[config.mk]
export PLATFORM = sky130hd
export DESIGN_NAME = flow_valve_control_backflow
export DESIGN_NICKNAME = d
export VERILOG_FILES = /design/src/inc/flow_valve_pkg.sv /design/src/flow_valve_control_backflow.sv
export SDC_FILE = /design/constraint.sdc
export NUM_CORES = 2
export LEC_CHECK = 0
export ABC_CLOCK_PERIOD_IN_PS = 94500
export BUFFER_PORTS_ARGS = -buffer_cell sky130_fd_sc_hd__clkbuf_2
export CAP_MARGIN = 25
export CORE_MARGIN = 1.5
export CORE_UTILIZATION = 40
export DETAILED_ROUTE_END_ITERATION = 10
export HOLD_SLACK_MARGIN = 0.1
export PLACE_DENSITY = 0.61
export SETUP_SLACK_MARGIN = 0.3
export SKIP_LAST_GASP = 1
export SYNTH_ARGS = -nofsm -noshare
export SYNTH_HDL_FRONTEND = slang
export SYNTH_SLANG_ARGS = --single-unit
[constraint.sdc]
create_clock -name aclk -period 94.5 [get_ports aclk]
set_input_delay 14.175 -clock aclk [delete_from_list [all_inputs] [get_ports aclk]]
set_output_delay 14.175 -clock aclk [all_outputs]
set_load 0.1 [all_outputs]
[src/inc/flow_valve_pkg.sv]
// Constants, register map and field layout of the valve controller block
// Assumes an AXI4-Lite master with 32-bit data and a 100 MHz aclk
package flow_valve_pkg;
    // Register byte offsets
    localparam logic [7:0] OFF_CONFIG = 8'h00;
    localparam logic [7:0] OFF_SETPOINT = 8'h04;
    localparam logic [7:0] OFF_GAIN = 8'h08;
    localparam logic [7:0] OFF_TINT = 8'h0c;
    localparam logic [7:0] OFF_LIFT = 8'h10;
    localparam logic [7:0] OFF_RAMP = 8'h14;
    localparam logic [7:0] OFF_FFWD = 8'h18;
    localparam logic [7:0] OFF_BFTHR = 8'h1c;
    localparam logic [7:0] OFF_ALARM = 8'h20;
    localparam logic [7:0] OFF_IRQ_STAT = 8'h24;
    localparam logic [7:0] OFF_IRQ_MASK = 8'h28;
    localparam logic [7:0] OFF_NV_CMD = 8'h2c;
    localparam logic [7:0] OFF_DRIVE = 8'h30;
    // Fields of config_register
    localparam int CFG_STORE_AUTO = 0;
    localparam int CFG_BF_EN = 1;
    localparam int CFG_FMT_LSB = 4;
    localparam int CFG_FMT_W = 3;
    // Output formats; live-zero formats are 1..3
    localparam logic [2:0] FMT_0_20MA = 3'h0;
    localparam logic [2:0] FMT_4_20MA = 3'h1;
    localparam logic [2:0] FMT_1_5V = 3'h2;
    localparam logic [2:0] FMT_2_10V = 3'h3;
    // Reset values
    localparam logic [31:0] RST_CONFIG = 32'h0000_0011;
    localparam logic [15:0] RST_GAIN = 16'h0100;
    localparam logic [15:0] RST_TINT = 16'h0010;
    localparam logic [15:0] RST_LIFT = 16'h0000;
    localparam logic [7:0] RST_RAMP = 8'h00;
    localparam logic [15:0] RST_FFWD = 16'h0000;
    localparam logic [15:0] RST_BFTHR = 16'h0000;
    // Analog and flow scale, full scale is 16'hffff
    localparam logic [15:0] FULL_SCALE = 16'hffff;
    localparam logic [15:0] BF_THR_MAX = 16'h3333; // One fifth of full scale
    localparam logic [15:0] LIVE_ZERO_MIN = 16'h3333; // 20 % of span, e.g. 4 mA of 20 mA
    // Timing
    localparam int CLK_HZ = 100_000_000;
    localparam int SAMPLE_US = 100;
    localparam int SAMPLE_CYC = SAMPLE_US * (CLK_HZ / 1_000_000);
    // Interrupt status bits
    localparam int IRQ_BF = 0;
    localparam int IRQ_NV_DONE = 1;
    // Event of the nv command register
    localparam int NV_UPDATE = 0;
endpackage : flow_valve_pkg

[src/flow_valve_control_backflow.sv]
// Valve controller with backflow alarms and non-volatile save control
// Assumes an AXI4-Lite master, synchronous reset, and flow input from another domain
`timescale 1ns/1ns
`default_nettype none
module flow_valve_control_backflow
    import flow_valve_pkg::*;
#(
    parameter int SAMPLE_CYCLES = SAMPLE_CYC,
    parameter int NV_COUNT = 8
)
(
    input wire logic aclk,
    input wire logic aresetn,
    input wire logic [7:0] s_axi_awaddr,
    input wire logic s_axi_awvalid,
    output logic s_axi_awready,
    input wire logic [31:0] s_axi_wdata,
    input wire logic [3:0] s_axi_wstrb,
    input wire logic s_axi_wvalid,
    output logic s_axi_wready,
    output logic [1:0] s_axi_bresp,
    output logic s_axi_bvalid,
    input wire logic s_axi_bready,
    input wire logic [7:0] s_axi_araddr,
    input wire logic s_axi_arvalid,
    output logic s_axi_arready,
    output logic [31:0] s_axi_rdata,
    output logic [1:0] s_axi_rresp,
    output logic s_axi_rvalid,
    input wire logic s_axi_rready,
    input wire logic signed [16:0] flow_meas,
    output logic [15:0] valve_drive,
    output logic [15:0] analog_out,
    output logic nv_write,
    output logic [3:0] nv_index,
    output logic [31:0] nv_data,
    input wire logic nv_busy,
    output logic irq
);
    localparam int SMP_W = $clog2(SAMPLE_CYCLES + 1);

    logic [31:0] config_q;
    logic [15:0] setpoint_q, gain_q, tint_q, lift_q, ffwd_q, bfthr_q;
    logic [7:0] ramp_q;
    logic [1:0] irq_stat_q, irq_mask_q;
    logic aw_q, w_q;
    logic [7:0] awaddr_q;
    logic [31:0] wdata_q;
    logic [3:0] wstrb_q;
    logic wr_go;
    logic signed [16:0] flow_s1_q, flow_s2_q;
    logic nv_busy_s1_q, nv_busy_s2_q;
    logic [SMP_W-1:0] smp_cnt_q;
    logic tick;
    logic signed [31:0] integ_q;
    logic [15:0] drive_q, ramp_lvl_q;
    logic flag0_q, flag1_q;
    logic nv_pend_q, nv_run_q;
    logic [3:0] nv_idx_q;
    logic persist_wr;
    logic [1:0] irq_ev;

    // Merge new bytes of a write into a stored word
    function automatic logic [31:0] merge(input logic [31:0] old, input logic [31:0] d,
                                          input logic [3:0] be);
        logic [31:0] r;
        r = old;
        for (int i = 0; i < 4; i++)
            if (be[i]) r[i*8 +: 8] = d[i*8 +: 8];
        return r;
    endfunction : merge

    // Persistable register image by index
    function automatic logic [31:0] nv_word(input logic [3:0] i, input logic [31:0] c,
        input logic [15:0] g, input logic [15:0] t, input logic [15:0] l,
        input logic [7:0] r, input logic [15:0] f, input logic [15:0] b);
        case (i)
            4'h0: nv_word = c;
            4'h1: nv_word = {16'h0000, g};
            4'h2: nv_word = {16'h0000, t};
            4'h3: nv_word = {16'h0000, l};
            4'h4: nv_word = {24'h000000, r};
            4'h5: nv_word = {16'h0000, f};
            4'h6: nv_word = {16'h0000, b};
            default: nv_word = 32'h0000_0000;
        endcase
    endfunction : nv_word

    // Write address and data capture, either order
    assign s_axi_awready = !aw_q && !s_axi_bvalid;
    assign s_axi_wready = !w_q && !s_axi_bvalid;
    assign wr_go = aw_q && w_q && !s_axi_bvalid;
    always_ff @(posedge aclk)
    begin
        if (!aresetn)
        begin
            aw_q <= 1'b0;
            w_q <= 1'b0;
            awaddr_q <= 8'h00;
            wdata_q <= 32'h0000_0000;
            wstrb_q <= 4'h0;
            s_axi_bvalid <= 1'b0;
        end
        else
        begin
            if (s_axi_awvalid && s_axi_awready)
            begin
                aw_q <= 1'b1;
                awaddr_q <= s_axi_awaddr;
            end
            if (s_axi_wvalid && s_axi_wready)
            begin
                w_q <= 1'b1;
                wdata_q <= s_axi_wdata;
                wstrb_q <= s_axi_wstrb;
            end
            if (wr_go)
            begin
                aw_q <= 1'b0;
                w_q <= 1'b0;
                s_axi_bvalid <= 1'b1;
            end
            else if (s_axi_bready)
                s_axi_bvalid <= 1'b0;
        end
    end
    assign s_axi_bresp = 2'b00;

    // Software-written registers
    always_ff @(posedge aclk)
    begin
        if (!aresetn)
        begin
            config_q <= RST_CONFIG;
            setpoint_q <= 16'h0000;
            gain_q <= RST_GAIN;
            tint_q <= RST_TINT;
            lift_q <= RST_LIFT;
            ramp_q <= RST_RAMP;
            ffwd_q <= RST_FFWD;
            bfthr_q <= RST_BFTHR;
            irq_mask_q <= 2'b00;
        end
        else if (wr_go)
        begin
            case (awaddr_q)
                OFF_CONFIG: config_q <= merge(config_q, wdata_q, wstrb_q);
                OFF_SETPOINT: setpoint_q <= 16'(merge({16'h0000, setpoint_q}, wdata_q, wstrb_q));
                OFF_GAIN: gain_q <= 16'(merge({16'h0000, gain_q}, wdata_q, wstrb_q));
                OFF_TINT: tint_q <= 16'(merge({16'h0000, tint_q}, wdata_q, wstrb_q));
                OFF_LIFT: lift_q <= 16'(merge({16'h0000, lift_q}, wdata_q, wstrb_q));
                OFF_RAMP: ramp_q <= 8'(merge({24'h000000, ramp_q}, wdata_q, wstrb_q));
                OFF_FFWD: ffwd_q <= 16'(merge({16'h0000, ffwd_q}, wdata_q, wstrb_q));
                // Threshold limited to one fifth of full scale
                OFF_BFTHR: bfthr_q <= (wdata_q[15:0] > BF_THR_MAX) ? BF_THR_MAX : wdata_q[15:0];
                OFF_IRQ_MASK: irq_mask_q <= wdata_q[1:0];
                default: ;
            endcase
        end
    end

    // Read channel, one cycle to answer
    assign s_axi_arready = !s_axi_rvalid;
    always_ff @(posedge aclk)
    begin
        if (!aresetn)
        begin
            s_axi_rvalid <= 1'b0;
            s_axi_rdata <= 32'h0000_0000;
            s_axi_rresp <= 2'b00;
        end
        else if (s_axi_arvalid && s_axi_arready)
        begin
            s_axi_rvalid <= 1'b1;
            s_axi_rresp <= 2'b00;
            case (s_axi_araddr)
                OFF_CONFIG: s_axi_rdata <= config_q;
                OFF_SETPOINT: s_axi_rdata <= {16'h0000, setpoint_q};
                OFF_GAIN: s_axi_rdata <= {16'h0000, gain_q};
                OFF_TINT: s_axi_rdata <= {16'h0000, tint_q};
                OFF_LIFT: s_axi_rdata <= {16'h0000, lift_q};
                OFF_RAMP: s_axi_rdata <= {24'h000000, ramp_q};
                OFF_FFWD: s_axi_rdata <= {16'h0000, ffwd_q};
                OFF_BFTHR: s_axi_rdata <= {16'h0000, bfthr_q};
                OFF_ALARM: s_axi_rdata <= {30'h0, flag1_q, flag0_q};
                OFF_IRQ_STAT: s_axi_rdata <= {30'h0, irq_stat_q};
                OFF_IRQ_MASK: s_axi_rdata <= {30'h0, irq_mask_q};
                OFF_NV_CMD: s_axi_rdata <= {30'h0, nv_run_q, nv_pend_q};
                OFF_DRIVE: s_axi_rdata <= {16'h0000, drive_q};
                default:
                begin
                    s_axi_rdata <= 32'h0000_0000;
                    s_axi_rresp <= 2'b10; // Unmapped address
                end
            endcase
        end
        else if (s_axi_rready)
            s_axi_rvalid <= 1'b0;
    end

    // Two-flop synchronisers for outside inputs
    always_ff @(posedge aclk)
    begin
        if (!aresetn)
        begin
            flow_s1_q <= 17'sd0;
            flow_s2_q <= 17'sd0;
            nv_busy_s1_q <= 1'b0;
            nv_busy_s2_q <= 1'b0;
        end
        else
        begin
            flow_s1_q <= flow_meas;
            flow_s2_q <= flow_s1_q;
            nv_busy_s1_q <= nv_busy;
            nv_busy_s2_q <= nv_busy_s1_q;
        end
    end

    // Fixed sample period tick
    assign tick = (smp_cnt_q == SMP_W'(SAMPLE_CYCLES - 1));
    always_ff @(posedge aclk)
    begin
        if (!aresetn || tick)
            smp_cnt_q <= '0;
        else
            smp_cnt_q <= smp_cnt_q + 1'b1;
    end

    // PI controller, lift and feedforward summed, capped by the ramp level and clamped into the drive
    always_ff @(posedge aclk)
    begin
        logic signed [31:0] err, prop, sum, ff;
        err = 32'(signed'({1'b0, setpoint_q})) - 32'(flow_s2_q);
        prop = 32'((err * signed'({1'b0, gain_q})) >>> 8);
        ff = 32'(({16'h0000, setpoint_q} * {16'h0000, ffwd_q}) >> 16);
        if (!aresetn)
        begin
            integ_q <= 32'sd0;
            drive_q <= 16'h0000;
            ramp_lvl_q <= 16'h0000;
        end
        else if (tick)
        begin
            if (setpoint_q == 16'h0000)
            begin
                integ_q <= 32'sd0;
                ramp_lvl_q <= 16'h0000;
                drive_q <= 16'h0000;
            end
            else
            begin
                integ_q <= integ_q + err / signed'({16'h0000, (tint_q == 16'h0000) ? 16'h0001 : tint_q});
                // Rise from the lift at the opening ramp rate
                if (ramp_lvl_q < lift_q)
                    ramp_lvl_q <= lift_q;
                else if (ramp_lvl_q < FULL_SCALE - {8'h00, ramp_q})
                    ramp_lvl_q <= ramp_lvl_q + {8'h00, ramp_q};
                else
                    ramp_lvl_q <= FULL_SCALE;
                sum = prop + integ_q + 32'(lift_q) + ff;
                if (sum > signed'(32'(ramp_lvl_q)) && ramp_lvl_q != FULL_SCALE)
                    sum = 32'(ramp_lvl_q);
                if (sum < 0)
                    drive_q <= 16'h0000;
                else if (sum > 32'(FULL_SCALE))
                    drive_q <= FULL_SCALE;
                else
                    drive_q <= sum[15:0];
            end
        end
    end
    assign valve_drive = drive_q;

    // Backflow flags: bit 0 plain, bit 1 with threshold hysteresis
    always_ff @(posedge aclk)
    begin
        if (!aresetn || !config_q[CFG_BF_EN])
        begin
            flag0_q <= 1'b0;
            flag1_q <= 1'b0;
        end
        else
        begin
            flag0_q <= flow_s2_q < 0;
            if (flow_s2_q < -17'(signed'({1'b0, bfthr_q})))
                flag1_q <= 1'b1;
            else if (flow_s2_q >= 17'sd0)
                flag1_q <= 1'b0;
        end
    end

    // Analog output, forced low in live-zero formats during backflow
    always_ff @(posedge aclk)
    begin
        logic [2:0] fmt;
        logic live;
        fmt = config_q[CFG_FMT_LSB +: CFG_FMT_W];
        live = (fmt == FMT_4_20MA) || (fmt == FMT_1_5V) || (fmt == FMT_2_10V);
        if (!aresetn)
            analog_out <= 16'h0000;
        else if (live && flag1_q)
            analog_out <= LIVE_ZERO_MIN >> 1;
        else if (live)
            analog_out <= LIVE_ZERO_MIN + 16'((({16'h0000, flow_s2_q[16] ? 16'h0000 : flow_s2_q[15:0]})
                          * {16'h0000, FULL_SCALE - LIVE_ZERO_MIN}) >> 16);
        else
            analog_out <= flow_s2_q[16] ? 16'h0000 : flow_s2_q[15:0];
    end

    // Non-volatile save sequencer
    assign persist_wr = wr_go && (awaddr_q == OFF_CONFIG || awaddr_q == OFF_GAIN ||
        awaddr_q == OFF_TINT || awaddr_q == OFF_LIFT || awaddr_q == OFF_RAMP ||
        awaddr_q == OFF_FFWD || awaddr_q == OFF_BFTHR);
    always_ff @(posedge aclk)
    begin
        if (!aresetn)
        begin
            nv_pend_q <= 1'b0;
            nv_run_q <= 1'b0;
            nv_idx_q <= 4'h0;
            nv_write <= 1'b0;
            nv_index <= 4'h0;
            nv_data <= 32'h0000_0000;
        end
        else
        begin
            nv_write <= 1'b0;
            if ((wr_go && awaddr_q == OFF_NV_CMD && wdata_q[NV_UPDATE]) ||
                (persist_wr && config_q[CFG_STORE_AUTO]))
                nv_pend_q <= 1'b1;
            if (!nv_run_q && nv_pend_q && !nv_busy_s2_q)
            begin
                nv_run_q <= 1'b1;
                nv_pend_q <= 1'b0;
                nv_idx_q <= 4'h0;
            end
            else if (nv_run_q && !nv_busy_s2_q && !nv_write)
            begin
                nv_write <= 1'b1;
                nv_index <= nv_idx_q;
                nv_data <= nv_word(nv_idx_q, config_q, gain_q, tint_q, lift_q, ramp_q,
                                   ffwd_q, bfthr_q);
                if (nv_idx_q == 4'(NV_COUNT - 2))
                    nv_run_q <= 1'b0;
                nv_idx_q <= nv_idx_q + 1'b1;
            end
        end
    end

    // Sticky interrupt status, set wins over write-one clear
    assign irq_ev[IRQ_BF] = flag1_q;
    assign irq_ev[IRQ_NV_DONE] = nv_write && (nv_index == 4'(NV_COUNT - 2));
    always_ff @(posedge aclk)
    begin
        if (!aresetn)
            irq_stat_q <= 2'b00;
        else if (wr_go && awaddr_q == OFF_IRQ_STAT)
            irq_stat_q <= (irq_stat_q & ~wdata_q[1:0]) | irq_ev;
        else
            irq_stat_q <= irq_stat_q | irq_ev;
    end
    assign irq = |(irq_stat_q & irq_mask_q);
endmodule : flow_valve_control_backflow
`default_nettype wire

==> results.sh <==
export IMPL_status="finished, final reports clean"
export IMPL_cts_num_sinks=396
export IMPL_async_reset_ff_share_pct=0
export IMPL_stdcell_count=10700
export IMPL_drc=0
export IMPL_crit_end="integ_q[31]"
export IMPL_grt_max_degree=133
export IMPL_first_pass_iters=11
export IMPL_die_y_um=412
export IMPL_clkTransAtPathRegs_ns=0.07
export IMPL_rr_worst_depth=463
export IMPL_reg2reg_slack_ns=5.27
export IMPL_crit_arrival_ns=89.77
export IMPL_required_ns=95.04
export IMPL_dpl_hpwl_mm=178
export IMPL_fillers=16100
export IMPL_die_w_um=412
export IMPL_min_period_ns=89.23
export IMPL_hold_class="reg2reg"
export IMPL_syn2layout_area_growth_pct=13.0
export IMPL_initial_utilization_pct=40.4
export IMPL_numCtsBuffers=47
export IMPL_end_kind="flop"
export IMPL_crit_start="setpoint_q[0]"
export IMPL_vias_per_cell=5.75
export IMPL_syn_area_um2=66800
export IMPL_ys_ff_latch=396
export IMPL_die_area_um2=169000
export IMPL_avgSynthCellArea_um2=8.17
export IMPL_drtIter0Drc=5051
export IMPL_grt_pass1_wl_mm=349
export IMPL_max_freq_mhz=11.2
export IMPL_timing_rr_end="integ_q[31]"
export IMPL_crit_type="reg2reg"
export IMPL_cp_start_kind="flop"
export IMPL_hold_ws_ns=0.432
export IMPL_clock_skew_ns=0.0528
export IMPL_grt_pass1_vias=60600
export IMPL_grt_total_usage_pct=26.2
export IMPL_core_area_um2=165000
export IMPL_hold_viol_final=0
export IMPL_synth_cell_types=132
export IMPL_wirelength_mm=228
export IMPL_final_layout_size_suffix_gt1_share_pct=13.6
export IMPL_final_nets=9976
export IMPL_routabilityCongestion=0.972
export IMPL_cpMaxStageDelayCell="or4_4"
export IMPL_max_stage_delay_ns=0.50
export IMPL_min_path_cells=1
export IMPL_antenna_found_initial=11
export IMPL_slew_viol_final=0
export IMPL_ant_nets=0
export IMPL_dp_slack_ns=-0.631
export IMPL_finalSetupViolCount=0
export IMPL_cts_tree="done"
export IMPL_reg2reg_from="setpoint_q[0]"
export IMPL_portBuffers=184
export IMPL_crit_path_frequent_cell="o21a_1"
export IMPL_worstMarginPinSlew_ns=1.10
export IMPL_relSlewSlack_pct=26.8
export IMPL_clk_latency_ns=0.66
export IMPL_syn_inst=8177
export IMPL_path_max_fanout=10
export IMPL_detail_route_wl_per_cell_um=21.3
export IMPL_period_share_pct=94.4
export IMPL_yosysSeqAreaShare_pct=11.9
export IMPL_yosys_most_used_dff="dfxtp_1"
export IMPL_pin_count=188
export IMPL_overflow=0
export IMPL_ys_warn_count=0
export IMPL_htreeDepth=2
export IMPL_drv_cap=0
export IMPL_synth_edff_count=0
export IMPL_tns_ns=0
export IMPL_num_vias=61500
export IMPL_placedCellCount=10500
export IMPL_clockBufferDepth=3
export IMPL_clock_root_buffer="clkbuf_16"
export IMPL_rows=149
export IMPL_worst_slack_ns=5.27
routing by layer:
metal / share of wire, % / routed length (µm) / global-route usage [%] / up-vias
met3: 7.7 / 17600 / 4.11 / 517
met1: 42 / 96500 / 34.5 / 29800
met2: 46 / 104000 / 43.0 / 2312
met4: 4.1 / 9460 / 9.45 / 6
li1: - / - / - / 28900
met5: 0.015 / 34 / 0 / -
critical path, delay by kind of cell (launching register included):
kind                       cells  cell delay (ns)
DFF                            1             0.34
muxes                         14             3.94
buffers and inverters         17             1.97
xor gates and xnor gates       3             0.61
adders and majority gates     33             9.94
and+or+nand+nor              105            19.47
AOI/OAI and AO/OA            291            52.59
registers in the layout, summed over array words and instances, names as in the netlist, 17 cells and up:
| register | flops |
|---|---|
| config_q | 32 |
| integ_q | 32 |
| s_axi_rdata | 32 |
| flow_s2_q | 17 |
| nv_data | 32 |
| flow_s1_q | 17 |
| wdata_q | 32 |
synthesized netlist by cell type, drive strengths merged, types with 13 or more instances:
cell type | number | share of area [%]
nand2 | 900 | 5.1
ha | 870 | 16
inv | 831 | 4.7
fa | 566 | 17
nor2 | 444 | 2.5
dfxtp | 396 | 12
a21oi | 360 | 2.7
nor3 | 291 | 2.2
clkbuf | 287 | 1.6
and2 | 281 | 2.6
o21ai | 281 | 2.1
xnor2 | 249 | 3.3
o21a | 241 | 2.7
nor2b | 236 | 2.2
mux2i | 146 | 2.2
xor2 | 141 | 1.8
nand3 | 139 | 1.1
a21o | 118 | 1.3
o31ai | 110 | 1.3
mux2 | 109 | 1.8
a21boi | 106 | 1.2
a22oi | 87 | 0.98
nand2b | 82 | 0.77
a31oi | 69 | 0.66
buf | 66 | 0.45
or2 | 62 | 0.58
or3 | 53 | 0.50
and3 | 52 | 0.49
nor4 | 46 | 0.51
o21bai | 45 | 0.51
o211ai | 43 | 0.50
a211oi | 41 | 0.49
a22o | 32 | 0.42
o22ai | 32 | 0.32
a222oi | 31 | 0.46
nand4 | 30 | 0.31
a211o | 20 | 0.26
a221oi | 20 | 0.26
a311oi | 15 | 0.23
o211a | 15 | 0.22
or4 | 15 | 0.19
o221ai | 14 | 0.22
a2111oi | 13 | 0.22
per-stage QoR:
stage / util (%) / area [µm²]
floorplan: - / 67000
global placement: 43.4 / 71800
detailed placement: 43.5 / 71900
CTS: 44.5 / 73600
global route: 45.6 / 75400
finish: 45.6 / 75400
placed cells by master (no fill, tap or decap), types with 41 or more instances in the layout:
cell type,count
mux2_2,103
dfxtp_1,394
o21a_1,240
and2_1,276
nor2b_1,235
clkbuf_2,183
or3_1,47
ha_1,855
buf_4,372
nor3_1,275
a22oi_1,83
a21o_1,116
nand2_1,891
o31ai_1,103
o21ai_0,241
xnor2_1,239
a21oi_1,303
a21boi_0,98
or2_2,57
nand2b_1,82
xor2_1,136
and3_1,50
nor2_1,413
a31oi_1,64
o211ai_1,41
a21oi_2,50
clkbuf_16,48
fa_1,565
inv_1,829
nand3_1,132
mux2i_1,137
o21bai_1,42
cells by family after synthesis:
kind of cell | Yosys count | synth area share [%]
XOR/XNOR | 390 | 5.16
buffers and inverters | 1185 | 6.74
AND/OR/NAND/NOR | 2693 | 19.9
adder cells (fa/ha/maj) | 1437 | 33.3
multiplexers | 256 | 4.10
AO/OA/AOI/OAI | 1819 | 19.0
other | 1 | 0.00562
flip-flops | 396 | 11.9
how the worst min path moves through the flow:
stage	start	to	slack (ns)
global route	nv_busy_s1_q	nv_busy_s2_q	0.45
detailed placement	flow_s1_q[15]	flow_s2_q[15]	0.42
finish	flow_s1_q[15]	flow_s2_q[15]	0.43
global placement	flow_s1_q[15]	flow_s2_q[15]	0.42
CTS	flow_s1_q[15]	flow_s2_q[15]	0.43
floorplan	flow_s1_q[0]	flow_s2_q[0]	0.41
cell type report:
| type | instances | area (µm²) | share of cell area, % |
|---|---|---|---|
| diodes | 4 | 10.0 | 0.0133 |
| clock buffers | 59 | 1310 | 1.74 |
| clock inverters | 25 | 323 | 0.428 |
| inverters | 832 | 3120 | 4.14 |
| multi-input cells | 6614 | 56000 | 74.2 |
| flip-flops and latches | 396 | 7930 | 10.5 |
| well taps | 2189 | 2740 | 3.63 |
| repair buffers | 572 | 4040 | 5.36 |
repair_timing:
action,in CTS,in global routing
gates resized for setup,21,263
setup endpoints to repair,4,32
endpoints found under the hold margin,0,0
setup buffers,4,66
pin swaps,3,76
gates cloned,0,1
hold buffers,0,0
Power is left out: the tool's default activity adds up to more than one toggle a clock period on the data nets, which glitch-free logic cannot reach.
